## config.mk

```make
export PLATFORM = sky130hd
export DESIGN_NAME = sbsc_standby_seq
export DESIGN_NICKNAME = d
export VERILOG_FILES = /design/src/include/sbsc_pkg.sv /design/src/verilog/sbsc_standby_seq.sv
export SDC_FILE = /design/constraint.sdc
export NUM_CORES = 1
export LEC_CHECK = 0
export BUFFER_PORTS_ARGS = -buffer_cell sky130_fd_sc_hd__buf_2
export CAP_MARGIN = 20
export CORE_MARGIN = 3
export CORE_UTILIZATION = 45
export DETAILED_ROUTE_END_ITERATION = 10
export PLACE_DENSITY_LB_ADDON = 0.08
export SLEW_MARGIN = 10
export SYNTH_ARGS = -nofsm -noshare
export SYNTH_HDL_FRONTEND = slang
export SYNTH_SLANG_ARGS = --single-unit
export TNS_END_PERCENT = 20
```

## constraint.sdc

```tcl
create_clock -name core_clk -period 7 [get_ports core_clk]
set_clock_uncertainty 0.05 [all_clocks]
set_input_delay 1.05 -clock core_clk [delete_from_list [all_inputs] [get_ports core_clk]]
set_output_delay 1.05 -clock core_clk [all_outputs]
set_load 0.01 [all_outputs]
```

## src/include/sbsc_pkg.sv

```systemverilog
// package for the standby sensing configuration and sequencer block
package sbsc_pkg;

  // register offsets
  localparam logic [7:0] SBSC_ADDR_INPUT_EN = 8'h40;
  localparam logic [7:0] SBSC_ADDR_CFG      = 8'h41;
  localparam logic [7:0] SBSC_ADDR_GAIN     = 8'h42;
  localparam logic [7:0] SBSC_ADDR_THRESH   = 8'h43;
  localparam logic [7:0] SBSC_ADDR_TOUCH    = 8'h44;
  localparam logic [7:0] SBSC_ADDR_DELTA0   = 8'h48;
  localparam logic [7:0] SBSC_ADDR_DELTA7   = 8'h4f;

  // reset values
  localparam logic [7:0] SBSC_RST_INPUT_EN = 8'h00;
  localparam logic [7:0] SBSC_RST_CFG      = 8'h39;
  localparam logic [7:0] SBSC_RST_GAIN     = 8'h02;
  localparam logic [6:0] SBSC_RST_THRESH   = 7'h40;

  // field positions in the sampling config and gain registers
  localparam int SBSC_ACC_SEL_BIT  = 7;
  localparam int SBSC_CNT_LSB      = 4;
  localparam int SBSC_SPER_LSB     = 2;
  localparam int SBSC_CPER_LSB     = 0;
  localparam int SBSC_GAIN_LSB     = 0;

  // timing
  localparam int SBSC_CLK_MHZ          = 100;
  localparam int SBSC_SAMPLE_TIME_US   = 320;
  localparam int SBSC_CYCLE_TIME_MS    = 35;
  localparam int SBSC_SAMPLE_BASE_CYC  = SBSC_SAMPLE_TIME_US * SBSC_CLK_MHZ;
  localparam int SBSC_CYCLE_BASE_CYC   = SBSC_CYCLE_TIME_MS * 1000 * SBSC_CLK_MHZ;
  localparam int SBSC_STIMER_W         = 20;
  localparam int SBSC_CTIMER_W         = 26;
  localparam int SBSC_ACC_W            = 23;

  typedef struct packed {
    logic [7:0] addr;
    logic [7:0] wdata;
    logic       wr;
    logic       rd;
  } sbsc_bus_t;

  typedef struct packed {
    logic [7:0] input_en;
    logic       accumulate_select;
    logic [2:0] standby_sample_count;
    logic [1:0] standby_sample_period;
    logic [1:0] standby_cycle_period;
    logic [2:0] standby_gain_select;
    logic [6:0] thresh;
  } sbsc_cfg_t;

  typedef enum logic [1:0] {
    SBSC_ST_OFF    = 2'b00,
    SBSC_ST_SAMPLE = 2'b01,
    SBSC_ST_REST   = 2'b10
  } sbsc_state_t;

endpackage

```

## src/verilog/sbsc_standby_seq.sv

```systemverilog
// standby sensing configuration registers and sampling sequencer
// Operation
// - one enable bit per input, bit n selects input n+1, reset clear.
// - standby inputs use standby threshold, averaging and gain settings.
// - accumulate select clear gives average of samples, set gives their sum.
// - sample count field bits 6..4 selects 1 to 128 samples, default 8.
// - all samples of one input back to back, then result updated.
// - sample period field bits 3..2 gives 320us to 2.56ms, default 1.28ms.
// - cycle period field bits 1..0 gives 35 to 140 ms, default 70ms.
// - sample all enabled inputs at cycle start, then low power.
// - sampling longer than cycle period stretches the cycle.
// - gain field scales delta by 128x down to 1x for codes 0..7.
// - delta msb is 64 raw counts at 128x, 8192 at 1x.
// - sampling config register resets to 39h.
// - gain register resets to 02h, upper five bits unused.
// - input touched when delta exceeds seven-bit threshold, reset 40h.
//
// Added by the designer: the strobed register port.
`timescale 1ns/1ps
`default_nettype none

module sbsc_standby_seq
  import sbsc_pkg::*;
#(
  parameter int SAMPLE_BASE_CYC = SBSC_SAMPLE_BASE_CYC,
  parameter int CYCLE_BASE_CYC  = SBSC_CYCLE_BASE_CYC
) (
  input  wire logic              core_clk,
  input  wire logic              nrst,
  input  wire sbsc_pkg::sbsc_bus_t bus,
  output logic [7:0]             rdata,
  input  wire logic              standby_req,
  input  wire logic [15:0]       raw_count,
  output logic                   sample_active,
  output logic [2:0]             sample_input,
  output logic                   low_power,
  output logic [7:0]             touch
);
  import sbsc_pkg::*;

  // software registers
  logic [7:0]  input_en_r;
  logic [7:0]  cfg_r;
  logic [2:0]  gain_r;
  logic [6:0]  thresh_r;
  // shadow used by the running cycle
  sbsc_cfg_t   act_r;
  // sequencer
  sbsc_state_t state_r;
  sbsc_state_t state_nxt;
  logic [2:0]  chan_r;
  logic [7:0]  samp_idx_r;
  logic [SBSC_STIMER_W-1:0] stimer_r;
  logic [SBSC_CTIMER_W-1:0] ctimer_r;
  logic [SBSC_ACC_W-1:0]    acc_r;
  logic [7:0]  delta_r [8];
  logic [7:0]  touch_r;
  logic [7:0]  rdata_r;

  // decode of the sample count field
  function automatic logic [7:0] samples_of(input logic [2:0] code);
    samples_of = 8'(9'h001 << code) - 8'h01;
  endfunction

  // search the enable mask for the first set bit at or above a start index
  function automatic logic [3:0] next_chan(input logic [7:0] mask,
                                           input logic [3:0] start);
    logic [3:0] res;
    res = 4'h8;
    for (int i = 7; i >= 0; i--) begin
      if (mask[i] && (4'(i) >= start)) begin
        res = 4'(i);
      end
    end
    next_chan = res;
  endfunction

  // cycles in one sample
  function automatic logic [SBSC_STIMER_W-1:0] sample_cyc(input logic [1:0] code);
    sample_cyc = SBSC_STIMER_W'(SAMPLE_BASE_CYC) << code;
  endfunction

  // cycles in one sensing cycle
  function automatic logic [SBSC_CTIMER_W-1:0] cycle_cyc(input logic [1:0] code);
    cycle_cyc = SBSC_CTIMER_W'(CYCLE_BASE_CYC) * SBSC_CTIMER_W'({1'b0, code} + 3'h1);
  endfunction

  // average or sum, then gain scaling with saturation
  function automatic logic [7:0] scale(input logic [SBSC_ACC_W-1:0] acc,
                                       input logic                  sum_mode,
                                       input logic [2:0]            cnt,
                                       input logic [2:0]            gain);
    logic [SBSC_ACC_W-1:0] comb;
    logic [SBSC_ACC_W:0]   shifted;
    comb = sum_mode ? acc : (acc >> cnt);
    // 128x means msb weight 64 raw counts, each code step doubles it
    shifted = {comb, 1'b0} >> gain;
    scale = (shifted > (SBSC_ACC_W+1)'(8'hff)) ? 8'hff : shifted[7:0];
  endfunction

  logic        wr_en;
  logic        wr_cfg;
  logic        wr_gain;
  logic        wr_thr;
  logic        samp_done;
  logic        chan_done;
  logic        cycle_over;
  logic [3:0]  first_chan;
  logic [3:0]  later_chan;
  logic [7:0]  new_delta;

  assign wr_en   = bus.wr && (bus.addr == SBSC_ADDR_INPUT_EN);
  assign wr_cfg  = bus.wr && (bus.addr == SBSC_ADDR_CFG);
  assign wr_gain = bus.wr && (bus.addr == SBSC_ADDR_GAIN);
  assign wr_thr  = bus.wr && (bus.addr == SBSC_ADDR_THRESH);

  assign samp_done  = (state_r == SBSC_ST_SAMPLE) && (stimer_r == '0);
  assign chan_done  = samp_done && (samp_idx_r == samples_of(act_r.standby_sample_count));
  assign cycle_over = (ctimer_r == '0);
  assign first_chan = next_chan(input_en_r, 4'h0);
  assign later_chan = next_chan(act_r.input_en, {1'b0, chan_r} + 4'h1);
  assign new_delta  = scale(acc_r + SBSC_ACC_W'(raw_count), act_r.accumulate_select,
                            act_r.standby_sample_count, act_r.standby_gain_select);

  // software registers
  always_ff @(posedge core_clk) begin
    if (!nrst) begin
      input_en_r <= SBSC_RST_INPUT_EN;
      cfg_r      <= SBSC_RST_CFG;
      gain_r     <= SBSC_RST_GAIN[2:0];
      thresh_r   <= SBSC_RST_THRESH;
    end else begin
      if (wr_en) begin
        input_en_r <= bus.wdata;
      end
      if (wr_cfg) begin
        cfg_r <= bus.wdata;
      end
      if (wr_gain) begin
        gain_r <= bus.wdata[SBSC_GAIN_LSB +: 3];
      end
      if (wr_thr) begin
        thresh_r <= bus.wdata[6:0];
      end
    end
  end

  // read data, valid the cycle after the strobe
  always_ff @(posedge core_clk) begin
    if (!nrst) begin
      rdata_r <= 8'h00;
    end else if (bus.rd) begin
      if (bus.addr == SBSC_ADDR_INPUT_EN) begin
        rdata_r <= input_en_r;
      end else if (bus.addr == SBSC_ADDR_CFG) begin
        rdata_r <= cfg_r;
      end else if (bus.addr == SBSC_ADDR_GAIN) begin
        rdata_r <= {5'h00, gain_r};
      end else if (bus.addr == SBSC_ADDR_THRESH) begin
        rdata_r <= {1'b0, thresh_r};
      end else if (bus.addr == SBSC_ADDR_TOUCH) begin
        rdata_r <= touch_r;
      end else if ((bus.addr >= SBSC_ADDR_DELTA0) && (bus.addr <= SBSC_ADDR_DELTA7)) begin
        rdata_r <= delta_r[bus.addr[2:0]];
      end else begin
        rdata_r <= 8'h00;
      end
    end else begin
      rdata_r <= 8'h00;
    end
  end

  // state transitions
  always_comb begin
    state_nxt = state_r;
    case (state_r)
      SBSC_ST_OFF: begin
        if (standby_req) begin
          state_nxt = (first_chan[3]) ? SBSC_ST_REST : SBSC_ST_SAMPLE;
        end
      end
      SBSC_ST_SAMPLE: begin
        if (chan_done && later_chan[3]) begin
          state_nxt = SBSC_ST_REST;
        end
      end
      SBSC_ST_REST: begin
        if (!standby_req) begin
          state_nxt = SBSC_ST_OFF;
        end else if (cycle_over) begin
          state_nxt = (first_chan[3]) ? SBSC_ST_REST : SBSC_ST_SAMPLE;
        end
      end
      default: begin
        state_nxt = SBSC_ST_OFF;
      end
    endcase
  end

  logic cycle_start;
  assign cycle_start = standby_req &&
                       ((state_r == SBSC_ST_OFF) || ((state_r == SBSC_ST_REST) && cycle_over));

  always_ff @(posedge core_clk) begin
    if (!nrst) begin
      state_r <= SBSC_ST_OFF;
    end else begin
      state_r <= state_nxt;
    end
  end

  // shadow settings are latched only when a cycle starts
  always_ff @(posedge core_clk) begin
    if (!nrst) begin
      act_r <= '0;
    end else if (cycle_start) begin
      act_r.input_en              <= input_en_r;
      act_r.accumulate_select     <= cfg_r[SBSC_ACC_SEL_BIT];
      act_r.standby_sample_count  <= cfg_r[SBSC_CNT_LSB +: 3];
      act_r.standby_sample_period <= cfg_r[SBSC_SPER_LSB +: 2];
      act_r.standby_cycle_period  <= cfg_r[SBSC_CPER_LSB +: 2];
      act_r.standby_gain_select   <= gain_r;
      act_r.thresh                <= thresh_r;
    end
  end

  // cycle timer: loaded at cycle start, stops at zero, so sampling may overrun it
  always_ff @(posedge core_clk) begin
    if (!nrst) begin
      ctimer_r <= '0;
    end else if (cycle_start) begin
      ctimer_r <= cycle_cyc(cfg_r[SBSC_CPER_LSB +: 2]) - SBSC_CTIMER_W'(1);
    end else if (ctimer_r != '0) begin
      ctimer_r <= ctimer_r - SBSC_CTIMER_W'(1);
    end
  end

  // sample timer and channel / sample indices
  always_ff @(posedge core_clk) begin
    if (!nrst) begin
      stimer_r   <= '0;
      samp_idx_r <= 8'h00;
      chan_r     <= 3'h0;
    end else if (cycle_start) begin
      stimer_r   <= sample_cyc(cfg_r[SBSC_SPER_LSB +: 2]) - SBSC_STIMER_W'(1);
      samp_idx_r <= 8'h00;
      chan_r     <= first_chan[2:0];
    end else if (state_r == SBSC_ST_SAMPLE) begin
      if (!samp_done) begin
        stimer_r <= stimer_r - SBSC_STIMER_W'(1);
      end else begin
        stimer_r <= sample_cyc(act_r.standby_sample_period) - SBSC_STIMER_W'(1);
        if (chan_done) begin
          samp_idx_r <= 8'h00;
          chan_r     <= later_chan[2:0];
        end else begin
          samp_idx_r <= samp_idx_r + 8'h01;
        end
      end
    end
  end

  // accumulation over the samples of one input
  always_ff @(posedge core_clk) begin
    if (!nrst) begin
      acc_r <= '0;
    end else if (cycle_start || chan_done) begin
      acc_r <= '0;
    end else if (samp_done) begin
      acc_r <= acc_r + SBSC_ACC_W'(raw_count);
    end
  end

  // per-input results, updated once all samples are in
  always_ff @(posedge core_clk) begin
    if (!nrst) begin
      for (int i = 0; i < 8; i++) begin
        delta_r[i] <= 8'h00;
      end
      touch_r <= 8'h00;
    end else if (chan_done) begin
      delta_r[chan_r] <= new_delta;
      touch_r[chan_r] <= (new_delta > {1'b0, act_r.thresh});
    end
  end

  assign rdata         = rdata_r;
  assign touch         = touch_r;
  assign sample_active = (state_r == SBSC_ST_SAMPLE);
  assign sample_input  = chan_r;
  assign low_power     = (state_r == SBSC_ST_REST);

endmodule

`default_nettype wire

```

==> results of run 1 <==
report_power, final:
part | total, uW | switching, uW | internal, uW
Combinational | 538 | 335 | 203
Clock | 1410 | 546 | 863
Sequential | 1360 | 41.3 | 1310
Total | 3300 | 922 | 2380
cells by family after synthesis:
| group | synth area share [%] |
|---|---|
| AND/OR/NAND/NOR | 21.96 |
| flip-flops | 36.80 |
| AO/OA/AOI/OAI | 21.28 |
| adder cells (fa/ha/maj) | 4.374 |
| multiplexers | 6.806 |
| XOR/XNOR | 4.609 |
| buffers and inverters | 4.110 |
| other | 0.05658 |
cell usage in the layout (no fill, tap or decap), types with 33 or more instances in the layout:
master and instances:
o21ai_0 53, edfxtp_1 64, ha_1 40, nand3_1 59, a211oi_1 37, inv_1 42, dfxtp_1 148, xnor2_1 40
nor2_1 178, buf_4 33, buf_2 57, nand2_1 234, a21oi_1 159
Yosys cell counts (19+ instances only):
cell type	number	share of area (%)
nand2_1	235	6.6
nor2_1	178	5.0
a21oi_1	160	6.0
dfxtp_1	148	22
clkbuf_1	64	1.8
edfxtp_1	64	14
nand3_1	59	2.2
o21ai_0	54	2.0
inv_1	43	1.2
ha_1	40	3.8
xnor2_1	40	2.6
a211oi_1	37	2.1
nor3_1	32	1.2
xor2_1	28	1.8
mux2i_1	25	1.9
mux4_2	24	4.1
a31oi_1	20	0.94
o22ai_1	19	0.90
tightest hold or removal path: stages, from the launching register on:
cell and delay, ns:
dfxtp_1 0.30, nand2_1 0.05, a21oi_1 0.05
cell type report:
type	instances	area [um2]	share of cell area (%)
clock buffer	31	699.4	4.715
clock inverter	17	215.2	1.451
inverter	44	165.2	1.113
multi-input combinational	1230	7858	52.96
sequential	212	4885	32.93
tap	384	480.5	3.239
timing repair buffer	90	533.0	3.593
state kept, by name, indices dropped and copies added (netlist names):
name,cells
ctimer_r,26
rdata,8
delta_r,64
touch,8
stimer_r,20
thresh_r,7
state_r,2
input_en_r,8
samp_idx_r,8
cfg_r,8
acc_r,23
gain_r,3
sample_input,3
act_r,24
metal layers:
layer  GRT usage [%]  vias to the layer above  share of wire (%)
met4           6.643                        0                2.8
met3           3.145                       66                5.6
met1           32.87                     5641                 46
met5               0                        -                  0
met2           36.34                      362                 45
li1                -                     5814                  -
path summary, 6_finish.rpt:
path | from | end | slack (ns)
worst max-delay path | raw_count[0] | touch[5] | 0.64
worst min-delay path | act_r[24] | act_r[24] | 0.40
worst min register to register | act_r[24] | act_r[24] | 0.40
worst max register to register | acc_r[0] | touch[5] | 0.88
per-stage QoR:
step                      hold WS (ns)  utilization, %
final                           0.3983           51.41
after global routing            0.4169           51.41
after CTS                       0.4003           51.41
after detailed placement        0.3918           48.24
after global placement          0.3876           48.24
after floorplan                 0.3773               -
==> out/qor.csv, run 1 <==
metric,value,unit
pwr dens,222.6,mW/mm2
Finished Layout Cells,2008,
H-tree depth,1,
hold crit path type,register to register,
crit-path leading delay family,compound AO/OA/AOI/OAI gates,
layout cells sized above 1,12.68,%
post-route cell area,0.01484,mm2
Area Growth Syn to Fin,11.76,%
initial antenna violation count,1,
DR WL/cell,18.34,um
Mean Syn Cell Area,8.412,um2
run status,finished clean,
Die Y,177.8,um
Critical-path top delay cell,nor4b_4,
largest net degree at the start of global routing,76,
DIE AREA,0.03160,mm2
Worst setup SP type,input pin,
CTS Root Buffer Type,clkbuf_16,
hold path depth,2,
Yosys cell types,90,
maximum fanout along the worst path,9,
final hold violation count,0,
gpl congestion,0.9159,
"EDFF count, synth",64,
CTS buffer count,26,
Worst Setup End Kind,register,
dpl cells,1960,
fmax,157.1,MHz
I/O Buffers,57,
Crit path depth,25,
Clock Path Buffers,3,
#FFs+latches synth,212,
Max-cap violations,0,
final worst slack,0.6361,ns
Max stage delay on crit path,0.52,ns
TritonCTS clock tree,done,
setup bufs post-CTS,0,
RSZ-0062 raised after global routing,no,
Antenna Cells,0,
# DRC,0,
total congestion overflow,0,
Vias,11880,
critical path arrival,6.73,ns
TritonRoute pass-1 iters,5,
fin. max-slew vios,0,
Worst R2R Path Depth,24,
DRT iter0 DRCs,964,
final setup fails,0,
Vias/cell,5.918,
row count,62,
latest clock arrival within the worst-skew pair,0.56,ns
Setup CP Type,input pin to register,
period utilization,90.91,%
Routed Antenna Nets,0,
Period minus WS final,6.364,ns
Main synth FF type,dfxtp_1,
Max-slew headroom,34.80,%
Initial Util,46.00,%
total track usage,23.00,%
fill count,2790,
die width,177.8,um
DP HPWL,26030,um
io pins,58,
core area,0.02886,mm2
pre-CTS WS,0.1051,ns
first-pass GRT wire length,59170,um
vias in the first global route,11120,
clock transition at the registers of the reported paths,0.06,ns
CP most frequent cell,a21oi_1,
net count after synthesis,1659,
cell area after synthesis,0.01327,mm2
Async SR Flop Fraction,0,%
Placed Area,0.01392,mm2
Num Clock Sinks,212,
Syn Inst Count,1578,
synth warn,0,
peak supply drop,0.1821,mV
Crit path required time,7.37,ns
sequential fraction of the synthesis area,36.80,%
Post-Route WL,36830,um
Critical path buffers and inverters,3,
Setup TNS,0,ns
Pleak,0.005513,uW
hold-fix buffers at CTS,0,
Least-Margin Pin Slew,0.9767,ns
total power draw,3303,uW
Total Nets Final,1685,
cts repair resizes,0,
Note: power is estimated with default switching activity, not from simulation.
==> run 2, diff against run 1 <==
CTS_BUF_LIST = sky130_fd_sc_hd__clkbuf_4 sky130_fd_sc_hd__clkbuf_8   (was not set)
==> out/qor.csv, run 2 (synthesis results as in run 1) <==
metric,value,unit,change
run status,finished clean,,
clock transition at the registers of the reported paths,0.06,ns,about the same
Reg with most FFs,delta_r,,
Max-slew headroom,37.32,%,+2.5 points
RSZ-0062 raised after global routing,no,,
Vias,11970,,+0.70%
I/O Buffers,57,,unchanged
TritonCTS clock tree,done,,
final hold violation count,0,,unchanged
Initial Util,46.00,%,unchanged
final setup fails,0,,unchanged
Clk pwr share,39.9,%,-2.8 points
Total Nets Final,1699,,+0.83%
DP HPWL,26030,um,unchanged
Critical-path top delay cell,a2111oi_4,,
Pleak,0.005516,uW,about the same
Clock Path Buffers,3,,unchanged
fin. max-slew vios,0,,unchanged
Worst setup SP type,input pin,,
RR Endpoint,touch[6],,
latest clock arrival within the worst-skew pair,0.55,ns,about the same
largest net degree at the start of global routing,76,,unchanged
Int Power,2238,uW,-6.0%
fmax,157.0,MHz,about the same
multi-input logic area,0.007858,mm2,unchanged
DR WL/cell,18.28,um,-0.35%
Routed Antenna Nets,0,,unchanged
maximum fanout along the worst path,9,,unchanged
total congestion overflow,0,,unchanged
total power draw,3154,uW,-4.5%
CTS Root Buffer Type,clkbuf_8,,
Worst Hold End,act_r[24],,
total track usage,23.33,%,+0.34 points
Period minus WS final,6.370,ns,+0.005918 ns
crit-path leading delay family,compound AO/OA/AOI/OAI gates,,
Flop pwr share,43.0,%,+2.0 points
cts repair resizes,0,,unchanged
Gate power share,17.1,%,+0.8 points
Critical path buffers and inverters,3,,unchanged
vias in the first global route,11260,,+1.3%
Crit path required time,7.35,ns,-0.02 ns
# DRC,0,,unchanged
critical path arrival,6.72,ns,about the same
gpl congestion,0.9159,,unchanged
Max stage delay on crit path,0.59,ns,+0.07 ns
hold-fix buffers at CTS,0,,unchanged
Post-Route WL,37120,um,+0.80%
pwr dens,213.6,mW/mm2,-4.0%
first-pass GRT wire length,59800,um,+1.0%
peak supply drop,0.1148,mV,-37%
row count,62,,unchanged
H-tree depth,2,,+1
Sw Ratio,29.06,%,+1.1 points
Antenna Cells,0,,unchanged
hold_sp,act_r[24],,
initial antenna violation count,1,,unchanged
fill count,2813,,+0.82%
period utilization,91.00,%,about the same
Setup TNS,0,ns,unchanged
Num Clock Sinks,212,,unchanged
layout cells sized above 1,14.03,%,+1.3 points
Worst R2R Path Depth,24,,unchanged
die width,177.8,um,unchanged
largest registers,"delta_r x64, ctimer_r x26, act_r x24",,
Max-cap violations,0,,unchanged
CTS buffer count,40,,+54%
reg2reg setup slack,0.90,ns,+0.02 ns
Reg area,0.004885,mm2,unchanged
"most common cell after layout, fill and taps aside",nand2_1,,
setup bufs post-CTS,0,,unchanged
most frequent cells in the layout,"nand2_1, nor2_1, a21oi_1",,
Vias/cell,5.892,,-0.44%
FF-to-FF Start,acc_r[0],,
DIE AREA,0.03160,mm2,unchanged
Die Y,177.8,um,unchanged
Least-Margin Pin Slew,0.9389,ns,-0.03782 ns
Area Growth Syn to Fin,11.23,%,
fin util,51.16,%,-0.25 points
hold path depth,2,,unchanged
io pins,58,,unchanged
Worst Setup End Kind,register,,
TritonRoute pass-1 iters,5,,unchanged
Setup CP Type,input pin to register,,
hold crit path type,register to register,,
core area,0.02886,mm2,unchanged
DRT iter0 DRCs,863,,-10%
sw power,916.7,uW,-0.62%
max reg flops,64,,unchanged
## run 2: changes by cell type in the layout (fill, tap and decap cells not counted), sizes merged
cell      delta
clkinv       -5
clkbuf      +33
clkinvlp     -2
bufinv       -4
inv          +1
## run 2: metal layers
layer,routed length [um],up-vias,track usage (%)
li1,-,5845,-
met1,17440,5703,33.09
met2,16710,350,36.36
met3,1962,68,3.744
met4,1009,0,7.592
met5,0,-,0
## run 2: metrics by stage
step / area, um2 / cells / hold slack, ns / worst slack, ns
2_1_floorplan: 13270 / 1578 / 0.3773 / 0.6319
3_3_place_gp: 13920 / 1960 / 0.3876 / 0.2113
6_report: 14760 / 2031 / 0.3990 / 0.6302
5_1_grt: 14760 / 2031 / 0.4168 / 0.09505
3_5_place_dp: 13920 / 1960 / 0.3918 / 0.1051
4_1_cts: 14760 / 2031 / 0.4005 / 0.6953
## run 2: how the worst max path moves through the flow
| stage | endpoint | depth (start not counted) | startpoint |
|---|---|---|---|
| 2_1_floorplan | touch[1] | 28 | raw_count[0] |
| 3_3_place_gp | touch[7] | 25 | raw_count[0] |
| 3_5_place_dp | touch[5] | 25 | raw_count[0] |
| 5_1_grt | touch[3] | 25 | raw_count[0] |
| 4_1_cts | touch[3] | 25 | raw_count[0] |
| 6_report | touch[6] | 25 | raw_count[0] |
## run 2: power by group through the flow
stage	clock network (uW)	registers (uW)	logic [uW]
finish	1260	1360	539
floorplan	0	1370	403
global route	1350	1360	596
global placement	0	1380	532
detailed placement	0	1380	535
CTS	1300	1360	537
## run 2: area by class of cell
cell class	instances	share of cell area, %
multi-input cells	1230	53.22
flip-flops and latches	212	33.08
clock buffers	64	5.373
repair buffers	90	3.610
well taps	384	3.254
inverters	44	1.119
clock inverters	7	0.3390
## run 2: tightest hold or removal path: stages (launching register included)
cell     delay (ns)
dfxtp_1        0.31
nand2_1        0.05
a21oi_1        0.05
==> run 3, diff against run 2 <==
MAX_ROUTING_LAYER = met4   (was not set)
clock period = 6.1 ns   (was 7 ns; I/O delays follow)
==> out/qor.csv, run 3 (synthesis results as in run 1) <==
metric,value,unit,change
Vias,12110,,+1.2%
critical path arrival,5.99,ns,-0.73 ns
Vias/cell,5.765,,-2.1%
TritonCTS clock tree,done,,
Worst setup SP type,input pin,,
CTS buffer count,40,,unchanged
DRT iter0 DRCs,1029,,+19%
Max stage delay on crit path,0.41,ns,-0.18 ns
DR WL/cell,18.13,um,-0.82%
Routed Antenna Nets,0,,unchanged
hold_sp,act_r[24],,
Least-Margin Pin Slew,0.8574,ns,-0.08146 ns
Total Nets Final,1768,,+4.1%
peak supply drop,0.1405,mV,+22%
Pleak,0.005868,uW,+6.4%
total power draw,3645,uW,+16%
Worst R2R Path Depth,28,,+17%
row count,62,,unchanged
io pins,58,,unchanged
fin. max-slew vios,0,,unchanged
Area Growth Syn to Fin,15.70,%,
largest net degree at the start of global routing,74,,-2.6%
reg2reg setup slack,0.62,ns,-0.28 ns
die width,177.8,um,unchanged
Setup CP Type,input pin to register,,
Clock Path Buffers,3,,unchanged
Post-Route WL,38090,um,+2.6%
clock transition at the registers of the reported paths,0.06,ns,about the same
latest clock arrival within the worst-skew pair,0.54,ns,about the same
fmax,177.4,MHz,
Worst Setup End Kind,register,,
Worst Hold End,act_r[24],,
crit-path leading delay family,compound AO/OA/AOI/OAI gates,,
gpl congestion,0.9308,,+1.6%
CTS Root Buffer Type,clkbuf_8,,
run status,finished clean,,
Die Y,177.8,um,unchanged
Setup TNS,0,ns,unchanged
hold-fix buffers at CTS,0,,unchanged
pwr dens,237.3,mW/mm2,+11%
first-pass GRT wire length,61990,um,+3.7%
"most common cell after layout, fill and taps aside",nand2_1,,
layout cells sized above 1,18.17,%,+4.1 points
DIE AREA,0.03160,mm2,unchanged
Period minus WS final,5.638,ns,
hold crit path type,register to register,,
setup bufs post-CTS,0,,unchanged
most frequent cells in the layout,"nand2_1, nor2_1, a21oi_1",,
Crit path required time,6.45,ns,-0.90 ns
FF-to-FF Start,acc_r[0],,
Max-cap violations,0,,unchanged
initial antenna violation count,0,,-1
maximum fanout along the worst path,8,,-1
Critical-path top delay cell,or3_1,,
DP HPWL,27120,um,+4.2%
largest registers,"delta_r x64, ctimer_r x26, act_r x24",,
Initial Util,46.00,%,unchanged
Max-slew headroom,42.84,%,+5.5 points
TritonRoute pass-1 iters,9,,+4
# DRC,0,,unchanged
final setup fails,0,,unchanged
Antenna Cells,0,,unchanged
hold path depth,2,,unchanged
RSZ-0062 raised after global routing,no,,
H-tree depth,2,,unchanged
Critical path buffers and inverters,3,,unchanged
total congestion overflow,0,,unchanged
Num Clock Sinks,212,,unchanged
Reg with most FFs,delta_r,,
RR Endpoint,touch[0],,
total track usage,24.88,%,+1.5 points
max reg flops,64,,unchanged
CP most frequent cell,nor2b_1,,
core area,0.02886,mm2,unchanged
cts repair resizes,0,,unchanged
I/O Buffers,57,,unchanged
final hold violation count,0,,unchanged
period utilization,92.43,%,
vias in the first global route,11640,,+3.4%
run 3: changes by cell type in the layout (fill, tap and decap cells not counted), sizes merged:
cell / change
buf: +69
clkinv: +4
clkbuf: -3
run 3: layout make-up:
class | count | area (um2)
Sequential cell | 212 | 4885
Clock buffer | 61 | 764.5
Fill cell | 2816 | 13500
Inverter | 44 | 165.2
Timing Repair Buffer | 159 | 1051
Multi-Input combinational cell | 1230 | 7944
Clock inverter | 11 | 68.82
Tap cell | 384 | 480.5
run 3: how the worst max path moves through the flow:
stage | from | to | slack (ns) | cells past startpoint
floorplan | raw_count[0] | touch[1] | 0.007 | 28
global placement | raw_count[0] | touch[6] | -0.17 | 29
detailed placement | raw_count[0] | touch[7] | -0.19 | 29
CTS | raw_count[0] | touch[7] | 0.35 | 29
global route | raw_count[0] | touch[7] | 0.002 | 30
finish | raw_count[0] | touch[0] | 0.46 | 29
run 3: stage by stage:
step	util (%)	instance area, um2	hold WS, ns	worst slack [ns]	cells
floorplan	-	13290	0.3773	0.006999	1578
global placement	50.08	14450	0.3910	-0.1745	2029
detailed placement	50.08	14450	0.3939	-0.1937	2029
CTS	52.97	15290	0.4010	0.3469	2101
global route	53.22	15360	0.4230	0.002328	2101
finish	53.22	15360	0.3997	0.4620	2101
run 3: worst min-delay path: cells and delay by family, from the launching register on:
kind | cells | cell delay [ns]
flip-flops | 1 | 0.30
AND/OR/NAND/NOR | 1 | 0.05
AO/OA/AOI/OAI | 1 | 0.05
run 3: report_power, final:
group | leakage [uW] | internal, uW | switching (uW)
Sequential | 0.00186 | 1510 | 50.0
Clock | 0.000443 | 805 | 631
Combinational | 0.00356 | 260 | 391
run 3: metal layers:
metal | global-route usage [%] | routed length [um]
met1 | 34.70 | 17820
met2 | 38.00 | 17500
met3 | 3.423 | 1954
met4 | 6.839 | 812
met5 | - | 0
